`src/hw/vcrcr_pkg.sv`:
```
package vcrcr_pkg;
    localparam int         ADDR_W           = 12;
    localparam logic [11:0] VC0_CAP_OFFSET  = 12'h210;
    localparam logic [11:0] VC0_CTL_OFFSET  = 12'h214;

    localparam int ARB_CAP_LSB    = 0;
    localparam int ARB_CAP_W      = 8;
    localparam int ADV_PKT_BIT    = 14;
    localparam int REJ_SNOOP_BIT  = 15;
    localparam int MAX_TS_LSB     = 16;
    localparam int MAX_TS_W       = 7;
    localparam int TBL_OFF_LSB    = 24;
    localparam int TBL_OFF_W      = 8;
    localparam int TC_MAP_LSB     = 0;
    localparam int TC_MAP_W       = 8;

    // Scheme flags within the arbitration capability field
    localparam int ARB_FIXED_RR   = 0;
    localparam int ARB_WRR32      = 1;
    localparam int ARB_WRR64      = 2;
    localparam int ARB_WRR128     = 3;
    localparam int ARB_TWRR128    = 4;
    localparam int ARB_WRR256     = 5;

    localparam logic [7:0] ARB_CAP_UP     = 8'h03;
    localparam logic [7:0] ARB_CAP_DOWN   = 8'h01;
    localparam logic [7:0] TBL_OFF_UP     = 8'h02;
    localparam logic [7:0] TBL_OFF_DOWN   = 8'h00;
    localparam int         TBL_UNIT_BYTES = 16;
    localparam logic [6:0] MAX_TS_VALUE   = 7'h00;
    localparam logic       ADV_PKT_VALUE  = 1'b0;
    localparam logic       REJ_SN_VALUE   = 1'b0;
    localparam logic [7:0] TC_MAP_RESET   = 8'hff;
    localparam logic [7:0] TC_MAP_WR_MASK = 8'hfe;
    localparam logic [31:0] UNMAPPED_DATA = 32'h0000_0000;
endpackage

```
`src/hw/vcrcr_regs.sv`:
```
`timescale 1ns/100ps
module vcrcr_regs (
    input  wire logic        core_clk,     // 200 MHz configuration clock
    input  wire logic        reset,        // Asynchronous, active high
    input  wire logic        portIsUp,     // Strap: high on the upstream port
    input  wire logic [11:0] wb_adr_i,     // Byte address
    input  wire logic [31:0] wb_dat_i,     // Write data
    input  wire logic [3:0]  wb_sel_i,     // Byte lane selects
    input  wire logic        wb_we_i,      // Write enable
    input  wire logic        wb_cyc_i,     // Bus cycle
    input  wire logic        wb_stb_i,     // Strobe
    output logic      [31:0] wb_dat_o,     // Read data
    output logic             wb_ack_o,     // Acknowledge
    output logic      [7:0]  tcRouteVc0,   // Traffic classes routed onto VC0
    output logic             arbTableHere  // Port arbitration table present
);
    logic        upstream_q;
    logic        strapTaken_q;
    logic [7:0]  tcMap_q;
    logic        ack_q;
    logic [31:0] rdData_q;
    logic [7:0]  tcRoute_q;
    logic        tblHere_q;
    logic        reqNew;
    logic        hitCap;
    logic        hitCtl;
    logic        capRead;
    logic        ctlRead;
    logic        ctlWrite;

    function automatic logic [31:0] capWord(input logic up);
        logic [31:0] w;
        w = 32'h0000_0000;
        w[vcrcr_pkg::ARB_CAP_LSB +: vcrcr_pkg::ARB_CAP_W] =
            up ? vcrcr_pkg::ARB_CAP_UP : vcrcr_pkg::ARB_CAP_DOWN;
        w[vcrcr_pkg::ADV_PKT_BIT]   = vcrcr_pkg::ADV_PKT_VALUE;
        w[vcrcr_pkg::REJ_SNOOP_BIT] = vcrcr_pkg::REJ_SN_VALUE;
        w[vcrcr_pkg::MAX_TS_LSB +: vcrcr_pkg::MAX_TS_W] = vcrcr_pkg::MAX_TS_VALUE;
        w[vcrcr_pkg::TBL_OFF_LSB +: vcrcr_pkg::TBL_OFF_W] =
            up ? vcrcr_pkg::TBL_OFF_UP : vcrcr_pkg::TBL_OFF_DOWN;
        return w;
    endfunction

    function automatic logic [31:0] ctlWord(input logic [7:0] map);
        logic [31:0] w;
        w = 32'h0000_0000;
        w[vcrcr_pkg::TC_MAP_LSB +: vcrcr_pkg::TC_MAP_W] = map;
        return w;
    endfunction

    assign reqNew = wb_cyc_i && wb_stb_i && !ack_q;
    assign hitCap = wb_adr_i[11:2] == vcrcr_pkg::VC0_CAP_OFFSET[11:2];
    assign hitCtl = wb_adr_i[11:2] == vcrcr_pkg::VC0_CTL_OFFSET[11:2];

    // Decoded request kinds, shared by the checks at the bottom
    assign capRead  = reqNew && !wb_we_i && hitCap;
    assign ctlRead  = reqNew && !wb_we_i && hitCtl;
    assign ctlWrite = reqNew && wb_we_i && hitCtl && wb_sel_i[0];

    // The strap is caught once, on the first edge after reset release
    always_ff @(posedge core_clk or posedge reset) begin
        if (reset) begin
            upstream_q   <= 1'b0;
            strapTaken_q <= 1'b0;
        end else if (!strapTaken_q) begin
            upstream_q   <= portIsUp;
            strapTaken_q <= 1'b1;
        end
    end

    // Bit 0 stays set: TC0 always rides VC0
    always_ff @(posedge core_clk or posedge reset) begin
        if (reset) begin
            tcMap_q <= vcrcr_pkg::TC_MAP_RESET;
        end else if (reqNew && wb_we_i && hitCtl && wb_sel_i[0]) begin
            tcMap_q <= (wb_dat_i[7:0] & vcrcr_pkg::TC_MAP_WR_MASK)
                     | (vcrcr_pkg::TC_MAP_RESET & ~vcrcr_pkg::TC_MAP_WR_MASK);
        end
    end

    // Single-cycle answer; unmapped addresses still ack with zero data
    always_ff @(posedge core_clk or posedge reset) begin
        if (reset) begin
            ack_q    <= 1'b0;
            rdData_q <= 32'h0000_0000;
        end else begin
            ack_q <= reqNew;
            if (reqNew && !wb_we_i) begin
                if (hitCap) begin
                    rdData_q <= capWord(upstream_q);
                end else if (hitCtl) begin
                    rdData_q <= ctlWord(tcMap_q);
                end else begin
                    rdData_q <= vcrcr_pkg::UNMAPPED_DATA;
                end
            end
        end
    end

    // Only VC0 exists, so the map is the whole routing decision
    always_ff @(posedge core_clk or posedge reset) begin
        if (reset) begin
            tcRoute_q <= vcrcr_pkg::TC_MAP_RESET;
            tblHere_q <= 1'b0;
        end else begin
            tcRoute_q <= tcMap_q;
            tblHere_q <= upstream_q;
        end
    end

    assign wb_ack_o     = ack_q;
    assign wb_dat_o     = rdData_q;
    assign tcRouteVc0   = tcRoute_q;
    assign arbTableHere = tblHere_q;

    property p_arbCapValue;
        @(posedge core_clk) disable iff (reset)
        reqNew && !wb_we_i && hitCap |=> wb_ack_o &&
            wb_dat_o[7:0] == ($past(upstream_q) ? vcrcr_pkg::ARB_CAP_UP
                                                : vcrcr_pkg::ARB_CAP_DOWN);
    endproperty
    a_arbCapValue: assert property (p_arbCapValue) else $error("bad arbitration cap");

    property p_arbCapBits;
        @(posedge core_clk) disable iff (reset)
        reqNew && !wb_we_i && hitCap |=> wb_dat_o[0] && wb_dat_o[7:2] == 6'h00;
    endproperty
    a_arbCapBits: assert property (p_arbCapBits) else $error("bad scheme flags");

    property p_advPkt;
        @(posedge core_clk) disable iff (reset)
        wb_ack_o && $past(hitCap && !wb_we_i) |-> !wb_dat_o[14];
    endproperty
    a_advPkt: assert property (p_advPkt) else $error("packet switching bit set");

    property p_rejSnoop;
        @(posedge core_clk) disable iff (reset)
        wb_ack_o && $past(hitCap && !wb_we_i) |-> !wb_dat_o[15];
    endproperty
    a_rejSnoop: assert property (p_rejSnoop) else $error("reject snoop bit set");

    property p_max_time_slots;
        @(posedge core_clk) disable iff (reset)
        wb_ack_o && $past(hitCap && !wb_we_i) |-> wb_dat_o[23:8] == 16'h0000;
    endproperty
    a_max_time_slots: assert property (p_max_time_slots) else $error("time slots nonzero");

    property p_tblOff;
        @(posedge core_clk) disable iff (reset)
        reqNew && !wb_we_i && hitCap |=>
            wb_dat_o[31:24] == ($past(upstream_q) ? vcrcr_pkg::TBL_OFF_UP
                                                  : vcrcr_pkg::TBL_OFF_DOWN);
    endproperty
    a_tblOff: assert property (p_tblOff) else $error("bad table offset");

    property p_tblFlag;
        @(posedge core_clk) disable iff (reset)
        strapTaken_q ##1 strapTaken_q |-> arbTableHere == upstream_q;
    endproperty
    a_tblFlag: assert property (p_tblFlag) else $error("table flag wrong");

    property p_mapBit0;
        @(posedge core_clk) disable iff (reset)
        tcMap_q[0] && tcRouteVc0[0];
    endproperty
    a_mapBit0: assert property (p_mapBit0) else $error("TC0 unmapped");

    property p_mapWrite;
        @(posedge core_clk) disable iff (reset)
        reqNew && wb_we_i && hitCtl && wb_sel_i[0] |=>
            tcMap_q[7:1] == $past(wb_dat_i[7:1]) ##1 tcRouteVc0[7:1] == $past(tcMap_q[7:1]);
    endproperty
    a_mapWrite: assert property (p_mapWrite) else $error("map write lost");

    property p_routeFollows;
        @(posedge core_clk) disable iff (reset)
        ##1 tcRouteVc0 == $past(tcMap_q);
    endproperty
    a_routeFollows: assert property (p_routeFollows) else $error("route lags map");

    property p_ignoreWrite;
        @(posedge core_clk) disable iff (reset)
        reqNew && (!wb_we_i || !hitCtl || !wb_sel_i[0]) |=> $stable(tcMap_q);
    endproperty
    a_ignoreWrite: assert property (p_ignoreWrite) else $error("stray write took");

    property p_ackPulse;
        @(posedge core_clk) disable iff (reset)
        wb_ack_o |=> !wb_ack_o;
    endproperty
    a_ackPulse: assert property (p_ackPulse) else $error("ack held two cycles");

    // Capability word, split by port kind for the flags and the table offset
    property p_arbCapUp;
        @(posedge core_clk) disable iff (reset)
        capRead && upstream_q |=>
            wb_dat_o[vcrcr_pkg::ARB_CAP_LSB +: vcrcr_pkg::ARB_CAP_W] == vcrcr_pkg::ARB_CAP_UP;
    endproperty
    a_arbCapUp: assert property (p_arbCapUp) else $error("bad upstream flags");

    property p_arbCapDown;
        @(posedge core_clk) disable iff (reset)
        capRead && !upstream_q |=>
            wb_dat_o[vcrcr_pkg::ARB_CAP_LSB +: vcrcr_pkg::ARB_CAP_W] == vcrcr_pkg::ARB_CAP_DOWN;
    endproperty
    a_arbCapDown: assert property (p_arbCapDown) else $error("bad downstream flags");

    property p_strapCaught;
        @(posedge core_clk) disable iff (reset)
        $rose(strapTaken_q) |->
            upstream_q == $past(portIsUp);
    endproperty
    a_strapCaught: assert property (p_strapCaught) else $error("strap missed");

    property p_strapHeld;
        @(posedge core_clk) disable iff (reset)
        strapTaken_q |=>
            strapTaken_q && $stable(upstream_q);
    endproperty
    a_strapHeld: assert property (p_strapHeld) else $error("strap moved");

    property p_wrr32Flag;
        @(posedge core_clk) disable iff (reset)
        capRead |=>
            wb_dat_o[vcrcr_pkg::ARB_WRR32] == $past(upstream_q);
    endproperty
    a_wrr32Flag: assert property (p_wrr32Flag) else $error("bad 32-phase flag");

    property p_wideSchemes;
        @(posedge core_clk) disable iff (reset)
        capRead |=>
            !wb_dat_o[vcrcr_pkg::ARB_WRR64] && !wb_dat_o[vcrcr_pkg::ARB_WRR128] &&
            !wb_dat_o[vcrcr_pkg::ARB_TWRR128] && !wb_dat_o[vcrcr_pkg::ARB_WRR256] &&
            wb_dat_o[7:6] == 2'b00;
    endproperty
    a_wideSchemes: assert property (p_wideSchemes) else $error("unsupported scheme");

    property p_capReserved;
        @(posedge core_clk) disable iff (reset)
        capRead |=>
            wb_dat_o[13:8] == 6'h00 && !wb_dat_o[23];
    endproperty
    a_capReserved: assert property (p_capReserved) else $error("cap reserved set");

    property p_tblOffUp;
        @(posedge core_clk) disable iff (reset)
        capRead && upstream_q |=>
            wb_dat_o[vcrcr_pkg::TBL_OFF_LSB +: vcrcr_pkg::TBL_OFF_W] == vcrcr_pkg::TBL_OFF_UP;
    endproperty
    a_tblOffUp: assert property (p_tblOffUp) else $error("bad upstream offset");

    property p_tblOffDown;
        @(posedge core_clk) disable iff (reset)
        capRead && !upstream_q |=>
            wb_dat_o[vcrcr_pkg::TBL_OFF_LSB +: vcrcr_pkg::TBL_OFF_W] == vcrcr_pkg::TBL_OFF_DOWN;
    endproperty
    a_tblOffDown: assert property (p_tblOffDown) else $error("bad downstream offset");

    property p_tblMatchesWrr;
        @(posedge core_clk) disable iff (reset)
        capRead |=>
            (wb_dat_o[31:24] != 8'h00) == wb_dat_o[vcrcr_pkg::ARB_WRR32];
    endproperty
    a_tblMatchesWrr: assert property (p_tblMatchesWrr) else $error("offset mismatch");

    property p_tblFlagStable;
        @(posedge core_clk) disable iff (reset)
        strapTaken_q ##1 strapTaken_q |=>
            $stable(arbTableHere);
    endproperty
    a_tblFlagStable: assert property (p_tblFlagStable) else $error("table flag moved");

    property p_capWriteIgnored;
        @(posedge core_clk) disable iff (reset)
        reqNew && wb_we_i && hitCap |=>
            $stable(wb_dat_o) && $stable(tcMap_q);
    endproperty
    a_capWriteIgnored: assert property (p_capWriteIgnored) else $error("cap write took");

    // Control word and the map behind it
    property p_ctlReadMap;
        @(posedge core_clk) disable iff (reset)
        ctlRead |=>
            wb_dat_o[vcrcr_pkg::TC_MAP_LSB +: vcrcr_pkg::TC_MAP_W] == $past(tcMap_q);
    endproperty
    a_ctlReadMap: assert property (p_ctlReadMap) else $error("map read wrong");

    property p_ctlReadUpper;
        @(posedge core_clk) disable iff (reset)
        ctlRead |=>
            wb_dat_o[31:8] == 24'h000000;
    endproperty
    a_ctlReadUpper: assert property (p_ctlReadUpper) else $error("upper ctl bits set");

    property p_routeMatchesRead;
        @(posedge core_clk) disable iff (reset)
        wb_ack_o && $past(ctlRead) |->
            tcRouteVc0 == wb_dat_o[7:0];
    endproperty
    a_routeMatchesRead: assert property (p_routeMatchesRead) else $error("route off");

    property p_unmappedRead;
        @(posedge core_clk) disable iff (reset)
        reqNew && !wb_we_i && !hitCap && !hitCtl |=>
            wb_dat_o == vcrcr_pkg::UNMAPPED_DATA;
    endproperty
    a_unmappedRead: assert property (p_unmappedRead) else $error("unmapped data");

    property p_mapOnlyByWrite;
        @(posedge core_clk) disable iff (reset)
        !ctlWrite |=>
            $stable(tcMap_q);
    endproperty
    a_mapOnlyByWrite: assert property (p_mapOnlyByWrite) else $error("map changed");

    property p_mapBit0Kept;
        @(posedge core_clk) disable iff (reset)
        ctlWrite && !wb_dat_i[0] |=>
            tcMap_q[0];
    endproperty
    a_mapBit0Kept: assert property (p_mapBit0Kept) else $error("map bit 0 cleared");

    // Handshake: read data stands until the next read is taken
    property p_datHolds;
        @(posedge core_clk) disable iff (reset)
        !(reqNew && !wb_we_i) |=>
            $stable(wb_dat_o);
    endproperty
    a_datHolds: assert property (p_datHolds) else $error("read data moved");

    property p_ackAfterReq;
        @(posedge core_clk) disable iff (reset)
        reqNew |=>
            wb_ack_o;
    endproperty
    a_ackAfterReq: assert property (p_ackAfterReq) else $error("ack missing");

    property p_ackNeedsReq;
        @(posedge core_clk) disable iff (reset)
        !reqNew |=>
            !wb_ack_o;
    endproperty
    a_ackNeedsReq: assert property (p_ackNeedsReq) else $error("ack unasked");

    property p_ackInCycle;
        @(posedge core_clk) disable iff (reset)
        wb_ack_o |->
            $past(wb_cyc_i && wb_stb_i);
    endproperty
    a_ackInCycle: assert property (p_ackInCycle) else $error("ack outside cycle");
endmodule // vcrcr_regs

```
`config.mk`:
```
export PLATFORM = sky130hd
export DESIGN_NAME = vcrcr_regs
export DESIGN_NICKNAME = d
export VERILOG_FILES = /design/src/hw/vcrcr_pkg.sv /design/src/hw/vcrcr_regs.sv
export SDC_FILE = /design/constraint.sdc
export NUM_CORES = 1
export LEC_CHECK = 0
export BUFFER_PORTS_ARGS = -buffer_cell sky130_fd_sc_hd__buf_2
export CELL_PAD_IN_SITES_DETAIL_PLACEMENT = 1
export CELL_PAD_IN_SITES_GLOBAL_PLACEMENT = 2
export CORE_MARGIN = 2
export CORE_UTILIZATION = 22
export DETAILED_ROUTE_END_ITERATION = 10
export HOLD_SLACK_MARGIN = 0.12
export PLACE_DENSITY_LB_ADDON = 0.08
export SETUP_SLACK_MARGIN = 0.1
export SYNTH_ARGS = -nofsm -noshare
export SYNTH_HDL_FRONTEND = slang
export SYNTH_SLANG_ARGS = --single-unit
export TNS_END_PERCENT = 1
```
`constraint.sdc`:
```
create_clock -name core_clk -period 1.54 [get_ports core_clk]
set_input_delay 0.231 -clock core_clk [delete_from_list [all_inputs] [get_ports core_clk]]
set_output_delay 0.231 -clock core_clk [all_outputs]
set_load 0.01 [all_outputs]
```
# [Word-level counts from Yosys, hierarchy flattened]
# Cells that the tools add are included.
[op_classes] muxes=4 reduce_logical=8 eq_ne=2
[ops] op="$mux 26" n=1
[ops] op="$eq 10x8->1 const B" n=2
[ops] op="$mux 8" n=1
[ops] op="$logic_and 1x1->1" n=6
[ops] op="$mux 2" n=2
[ops] op="$logic_not 1->1" n=2
[totals] word_cells=21 inputBits=54 reg_bits=50 output_inout_bits=42

# [Logic depth before layout (Yosys ltp)]
# Gate-level depths: netlist of run 1.
[depth] ltp_word=5 depth_mapped=5 ltp_nobuf=3

# [Worst setup path before layout of run 1]
# Ideal clock, no wire load.
[synth_path] path_type="reg2reg" start="reg ack_q (netlist: wb_ack_o)" end="reg tcMap_q[1]" arrival_ns=1.255 n_path_buf=1 setup_time_ns=0.082 path_stages_with_launch=5 setup_slack_ns=0.203 cell_sequence="dfrtp_1 > nand3b_1 > and4b_1 > buf_6 > mux2_4"
[synth_via] elab_chain_cells=5
[synth_rtl] element="start: declaration" line_no="vcrcr_regs.sv:20" rtl="logic ack_q;"
[synth_rtl] element="start signal: assignment" line_no="vcrcr_regs.sv:87" rtl="ack_q <= reqNew;"
[synth_rtl] element="$logic_not 1->1" line_no="vcrcr_regs.sv:51" rtl="assign reqNew = wb_cyc_i && wb_stb_i && !ack_q;"
[synth_rtl] element="$logic_and 1x1->1" line_no="vcrcr_regs.sv:51"
[synth_rtl] element="$logic_and 1x1->1 (3 in a row)" line_no="vcrcr_regs.sv:75" rtl="end else if (reqNew && wb_we_i && hitCtl && wb_sel_i[0]) begin"
[synth_rtl] element="end signal: assignment" line_no="vcrcr_regs.sv:74" rtl="tcMap_q <= vcrcr_pkg::TC_MAP_RESET;"
[synth_rtl] element="end signal: assignment" line_no="vcrcr_regs.sv:76" rtl="tcMap_q <= (wb_dat_i[7:0] & vcrcr_pkg::TC_MAP_WR_MASK)"
[synth_rtl] element="end: declaration" line_no="vcrcr_regs.sv:19" rtl="logic [7:0] tcMap_q;"
# No other way between the ends.
# A chain may end at the register's enable or synchronous reset.

# [Final worst setup path of run 1]
[layout_path] start="reg ack_q (netlist: wb_ack_o)" end="reg tcMap_q[4]"
# Same word-level chain as after synthesis.

==> implementation parameters, run 1 <==
Parameter                              Value

Yosys
  Gate Count Post-Synth    100
  Cells taking the most area after synthesis    sky130_fd_sc_hd__dfstp_2 29%, sky130_fd_sc_hd__dfrtp_1 26%, sky130_fd_sc_hd__buf_4 14%
  Seq/Total Area, Yosys    0.5491
  Post-synthesis area per instance    12.62 um2
  Post-synthesis instance area    1262 um2
  Yosys cell types    21
  #FFs+latches synth    27
  Yosys warning total    0
  Area share of the largest cell type after synthesis    0.2914
  Post-synthesis cell type with the largest combined area    sky130_fd_sc_hd__dfstp_2

Floorplanning
  Die width    79.75 um
  Area inside the core boundary    5540 um2
  Die Footprint    6360 um2
  Count of standard-cell rows    27
  Die Y-Extent    79.75 um
  Number of ports placed on the die boundary    96
  Effective utilization at floorplan    0.2279

Global route
  Via count of the first global-routing pass    745
  Pin count of the biggest net entering global routing    28
  Number of antenna violations at the first check in global routing    0
  Overall Global Routing Usage    0.07856
  Overflow left after global routing    0
  First-pass GRT wire length    3774 um

Critical path
  Setup CP Type    reg2reg
  Number of buffer and inverter stages on the critical path    1
  Worst setup EP type    flip-flop
  Data arrival time of the critical path    1.57 ns
  Type of origin of the critical path    flip-flop
  R2R depth    4
  Worst path top cell family by delay    simple AND/OR/NAND/NOR gates
  Crit Path Max Fanout    7
  Slack of the worst reg-to-reg path    0.17 ns
  Crit path max-delay cell type    sky130_fd_sc_hd__dfrtp_1
  Endpoint of the worst-slack reg-to-reg timing path    tcMap_q[4]
  Critical Path RT    1.74 ns
  Max stage delay on crit path    0.38 ns
  Series of cell instances along the critical path    nand3b_1 > and4b_1 > buf_12 > mux2_4
  Worst reg2reg path startpoint    wb_ack_o

Detailed routing
  Drt initial violations    13
  Length of the first detailed-routing pass in iterations    3
  Detail-routed net length per standard cell    11.68 um
  Final routed wirelength across all metal layers    2559 um
  Drt via density    3.598
  Number of design rule violations left after detail routing    0
  Via count    788
  Post-detailed-route count of antenna-violating nets    0

Cells and area
  Share of post-route cells with drive strength above 1    0.5238
  Sequential cell area in the final layout    693.2 um2
  Filler instances    655
  Antenna diode count    0
  Leading cell type in the layout, fill and taps excluded    sky130_fd_sc_hd__buf_2
  Layout area overhead    22.50%
  Commonest non-fill, non-tap cells in the layout    41 x sky130_fd_sc_hd__buf_2, 25 x sky130_fd_sc_hd__conb_1, 15 x sky130_fd_sc_hd__nand2_1, 14 x sky130_fd_sc_hd__dfstp_2, 13 x sky130_fd_sc_hd__dfrtp_1
  Final instance area    1546 um2
  Number of nets in the finished design    202
  Area of combinational cells with multiple inputs    436.7 um2

STA
  Endpoints failing hold    0
  Total setup violations reported at the end of the flow    0
  Worst-case clock skew    0.006194 ns
  Final setup TNS    0 ns
  Final period util    0.8902
  Final Max Slew Viols    0
  Time the final worst path needs with I/O delays and setup    1.371 ns
  Unrepaired setup endpoints after global routing    false
  Top achievable clock speed    729.5 MHz

Clocking
  Resized cells post-CTS    0
  Clock root cell    sky130_fd_sc_hd__clkbuf_8
  CTS tree    done
  Htree depth    1
  Post-CTS clock slew at the launch and capture registers of the worst setup and hold paths    0.09 ns
  Latest clock arrival within the worst-skew pair    0.27 ns
  Clock buffers created by TritonCTS    3
  Bufs on Longest Clock Path    2
  Clock sinks    27

Status
  Result of the run    finished clean

Min path
  Source of the worst hold timing path    wb_dat_i[6]
  Class of the tightest hold or removal check    in2reg
  Min-Delay Path Depth    2
  Hold-critical path endpoint    tcMap_q[6]

Run
  Max capacitance violation total    0

Pwr
  Pwr Density    799.7 nW/um2
  Clock power frac    0.320
  Reg power frac    0.585
  Comb power frac    0.094
  Net switching share of the total power    0.2353
  Cell-internal power    0.9457 mW
  Switching component of the power    0.2909 mW
  Largest vdd supply drop    0.3159 mV
  Leakage power    0.7720 nW
  Overall Power    1.237 mW

Place
  Routability-driven placement congestion ratio    0.6561
  IO buf count    41
  Placed cell areas    1483 um2
  DPL Wire Length    1899 um
==> how the worst max path moves through the flow <==
stage                 from    endpoint  slack [ns]  cells past startpoint
5_1_grt           wb_ack_o  tcMap_q[4]        0.11                      4
6_report          wb_ack_o  tcMap_q[4]        0.17                      4
3_3_place_gp   wb_adr_i[5]  tcMap_q[5]        0.07                      5
4_1_cts           wb_ack_o  tcMap_q[1]        0.12                      4
3_5_place_dp   wb_adr_i[5]  tcMap_q[4]        0.05                      5
2_1_floorplan     wb_ack_o  tcMap_q[1]        0.20                      4
==> cells by family after synthesis <==
| logic type | count (synthesis) | share of synthesized area |
|---|---|---|
| mux | 8 | 0.09217 |
| compound gates | 10 | 0.05748 |
| other cells | 2 | 0.005949 |
| buf+inv | 30 | 0.1734 |
| flops | 27 | 0.5491 |
| simple gates | 23 | 0.1219 |
==> synthesized netlist by cell type <==
library cell	number
sky130_fd_sc_hd__nor4b_4	1
sky130_fd_sc_hd__and4b_1	2
sky130_fd_sc_hd__o21ai_0	1
sky130_fd_sc_hd__mux2_4	7
sky130_fd_sc_hd__nor4b_2	1
sky130_fd_sc_hd__nand4bb_1	1
sky130_fd_sc_hd__nand2b_2	1
sky130_fd_sc_hd__nand3b_1	1
sky130_fd_sc_hd__inv_1	2
sky130_fd_sc_hd__dfrtp_1	13
sky130_fd_sc_hd__nand3b_2	1
sky130_fd_sc_hd__buf_6	2
sky130_fd_sc_hd__mux2_2	1
sky130_fd_sc_hd__dfstp_2	14
sky130_fd_sc_hd__o31ai_1	8
sky130_fd_sc_hd__conb_1	2
sky130_fd_sc_hd__clkbuf_1	1
sky130_fd_sc_hd__buf_4	24
sky130_fd_sc_hd__buf_2	1
sky130_fd_sc_hd__nand2_1	15
sky130_fd_sc_hd__a21boi_0	1
==> registers in the layout (all words and copies together), names as in the netlist <==
signal and count:
arbTableHere 1, upstream_q 1, strapTaken_q 1, tcRouteVc0 7, wb_ack_o 1, tcMap_q 7
wb_dat_o 9
==> per-stage QoR <==
stage / setup WS, ns / hold WS [ns] / util / cells
2_1_floorplan: 0.2030 / 0.2733 / - / 123
3_3_place_gp: 0.06865 / 0.3106 / 0.2676 / 213
3_5_place_dp: 0.04754 / 0.3167 / 0.2676 / 213
4_1_cts: 0.1229 / 0.1766 / 0.2778 / 218
5_1_grt: 0.1100 / 0.1758 / 0.2791 / 219
6_report: 0.1692 / 0.1822 / 0.2791 / 219
==> worst register-to-register path, stage by stage (launching register included) <==
cell and delay (ns):
sky130_fd_sc_hd__dfrtp_1 0.38, sky130_fd_sc_hd__nand3b_1 0.17, sky130_fd_sc_hd__and4b_1 0.31, sky130_fd_sc_hd__buf_12 0.15, sky130_fd_sc_hd__mux2_4 0.30
==> power groups by stage <==
stage	clock [mW]	combinational (mW)	sequential, mW
after floorplan	0	0.106	0.739
after global placement	0	0.112	0.737
after detailed placement	0	0.113	0.737
after CTS	0.423	0.116	0.725
after global routing	0.440	0.131	0.726
final	0.396	0.116	0.724
==> what timing repair did <==
item,4_1_cts,5_1_grt
hold buffers,1,0
buffers inserted,0,1
hold endpoints to repair,13,0
endpoints found under the setup margin,0,7
==> routing by layer <==
metal	routed length, um	track usage
met1	1057	0.09477
met2	1332	0.1328
met3	134	0.01471
met4	34	0.04068
met5	0	0
==> cell type report <==
| cell class | count | share of cell area |
|---|---|---|
| clock buffers | 3 | 0.02670 |
| multi-input cells | 66 | 0.2824 |
| clock inverters | 1 | 0.003236 |
| inverters | 2 | 0.004854 |
| flip-flops and latches | 27 | 0.4482 |
| repair buffers | 48 | 0.1764 |
| well taps | 72 | 0.05825 |
Note: power is estimated with default switching activity, not from simulation.
==> run 2, diff against run 1 <==
Settings changed: CELL_PAD_IN_SITES_GLOBAL_PLACEMENT 2 to 1, CORE_UTILIZATION 22 to 28.
Clock period 1.54 ns to 1.3 ns, I/O delays scaled along.
==> run 2 against run 1 <==
  * The run now ends with negative setup slack left
  * Setup slack lost 0.24 ns
  * Combinational power grew 41%
  * Clock power grew 20%
  * Non-clock buffer count grew 4
  * Maximum frequency grew 0.27%
  * Clock-buffer cell count grew 1
  * Largest power group unchanged
  * Highest routed layer unchanged
==> implementation parameters, run 2 (synthesis gave the netlist of run 1 again) <==
Parameter                              Value

Cells and area
  Antenna diode count    0
  Commonest non-fill, non-tap cells in the layout    41 x sky130_fd_sc_hd__buf_2, 25 x sky130_fd_sc_hd__conb_1, 14 x sky130_fd_sc_hd__dfstp_2, 13 x sky130_fd_sc_hd__dfrtp_1
  Final instance area    1709 um2
  Leading cell type in the layout, fill and taps excluded    sky130_fd_sc_hd__buf_2
  Share of post-route cells with drive strength above 1    0.6358
  Number of nets in the finished design    206
  Layout area overhead    35.38%
  Max FFs per register    9
  Final core occ    0.3925

Clocking
  CTS tree    done
  Clock buffers created by TritonCTS    3
  Post-CTS clock slew at the launch and capture registers of the worst setup and hold paths    0.09 ns
  Bufs on Longest Clock Path    2
  Latest clock arrival within the worst-skew pair    0.27 ns
  Htree depth    1
  Clock root cell    sky130_fd_sc_hd__clkbuf_8
  Clock sinks    27

Global route
  Overflow left after global routing    0
  Number of antenna violations at the first check in global routing    0
  Overall Global Routing Usage    0.1053
  First-pass GRT wire length    4146 um
  Pin count of the biggest net entering global routing    28
  Via count of the first global-routing pass    810

STA
  Time the final worst path needs with I/O delays and setup    1.367 ns
  Total setup violations reported at the end of the flow    7
  Final period util    1.052
  Final Max Slew Viols    0
  Unrepaired setup endpoints after global routing    true
  Endpoints failing hold    0
  Worst path setup slack after routing    -0.06719 ns
  Worst-case clock skew    0.001522 ns
  Final setup TNS    -0.4607 ns
  Top achievable clock speed    731.4 MHz

Detailed routing
  Detail-routed net length per standard cell    12.70 um
  Number of design rule violations left after detail routing    0
  Post-detailed-route count of antenna-violating nets    0
  Drt initial violations    27
  Via count    834
  Length of the first detailed-routing pass in iterations    2
  Drt via density    4.108
  Final routed wirelength across all metal layers    2579 um

Critical path
  R2R depth    4
  Setup CP Type    reg2reg
  Crit path max-delay cell type    sky130_fd_sc_hd__dfrtp_1
  Capture point of the worst path    tcMap_q[2]
  Crit Path Max Fanout    7
  Worst path top cell family by delay    simple AND/OR/NAND/NOR gates
  Endpoint of the worst-slack reg-to-reg timing path    tcMap_q[2]
  Worst setup EP type    flip-flop
  Launch point of the critical path    wb_ack_o
  Max stage delay on crit path    0.39 ns
  Data arrival time of the critical path    1.57 ns
  Slack of the worst reg-to-reg path    -0.07 ns
  Critical Path RT    1.50 ns
  Worst reg2reg path startpoint    wb_ack_o
  Series of cell instances along the critical path    nand3b_1 > and4b_1 > buf_12 > mux2_4
  Levels on crit path    4
  Type of origin of the critical path    flip-flop
  Number of buffer and inverter stages on the critical path    1

Floorplanning
  Die Y-Extent    71.15 um
  Effective utilization at floorplan    0.2899
  Die width    71.15 um
  Number of ports placed on the die boundary    96
  Area inside the core boundary    4354 um2
  Die Footprint    5062 um2
  Count of standard-cell rows    24

Run
  Max capacitance violation total    0

Min path
  Min-Delay Path Depth    2
  Class of the tightest hold or removal check    in2reg

Place
  Placement-stage worst setup slack    -0.1518 ns
  DPL Wire Length    1936 um
  IO buf count    41
  Placed cell areas    1473 um2
  Routability-driven placement congestion ratio    0.7417

Pwr
  Leakage power    0.8513 nW
  Pwr Density    875.2 nW/um2
  Largest vdd supply drop    0.3735 mV

Status
  Violated checks    negative setup slack
  Result of the run    complete, but fails checks
-- run 2: cell types whose count changed in the layout (fill, tap and decap cells not counted), moves of 4 or more --
cell,previous run,this run
sky130_fd_sc_hd__o31ai_1,8,0
sky130_fd_sc_hd__nand2_4,0,4
sky130_fd_sc_hd__o31ai_4,0,5
sky130_fd_sc_hd__nand2_1,15,8
-- run 2: final cells by class --
cell class / count / area [um2]
repair buffers: 52 / 315.3
flip-flops and latches: 27 / 693.2
clock buffers: 4 / 45.04
multi-input cells: 66 / 583.1
fillers: 498 / 2645
inverters: 2 / 7.507
well taps: 52 / 65.06
-- run 2: metrics by stage --
| stage | instances | hold WS [ns] | power, mW |
|---|---|---|---|
| after floorplan | 123 | 0.2373 | 1.001 |
| after global placement | 195 | 0.2678 | 1.007 |
| after detailed placement | 195 | 0.2802 | 1.010 |
| after CTS | 202 | 0.1421 | 1.516 |
| after global routing | 203 | 0.1436 | 1.564 |
| final | 203 | 0.1501 | 1.496 |
-- run 2: repair_timing --
| item | 4_1_cts | 5_1_grt |
|---|---|---|
| setup endpoints to repair | 8 | 16 |
| pin swaps | 8 | 6 |
| hold buffers | 1 | 0 |
| gates resized for setup | 23 | 6 |
| setup buffers | 2 | 1 |
| endpoints found under the hold margin | 13 | 0 |
-- run 2: worst min-delay path by stage --
| stage | startpoint | endpoint |
|---|---|---|
| 2_1_floorplan | reset | arbTableHere |
| 3_3_place_gp | reset | strapTaken_q |
| 3_5_place_dp | reset | upstream_q |
| 4_1_cts | wb_dat_i[4] | tcMap_q[4] |
| 5_1_grt | wb_dat_i[3] | tcMap_q[3] |
| 6_report | wb_dat_i[4] | tcMap_q[4] |
-- run 2: routing by layer --
metal | routed length (um) | GRT usage | up-vias | share of wire
met2 | 1407 | 0.1749 | 28 | 0.55
met3 | 115 | 0.01994 | 2 | 0.045
met4 | 34 | 0.05031 | 0 | 0.013
met1 | 1023 | 0.1314 | 420 | 0.40
met5 | 0 | 0 | - | 0
li1 | - | - | 384 | -
-- run 2: where the power goes --
group | switching, mW | total [mW] | internal, mW | leakage [nW]
Combinational | 0.0969 | 0.164 | 0.0671 | 0.510
Sequential | 0.00539 | 0.858 | 0.853 | 0.318
Clock | 0.254 | 0.474 | 0.219 | 0.0228
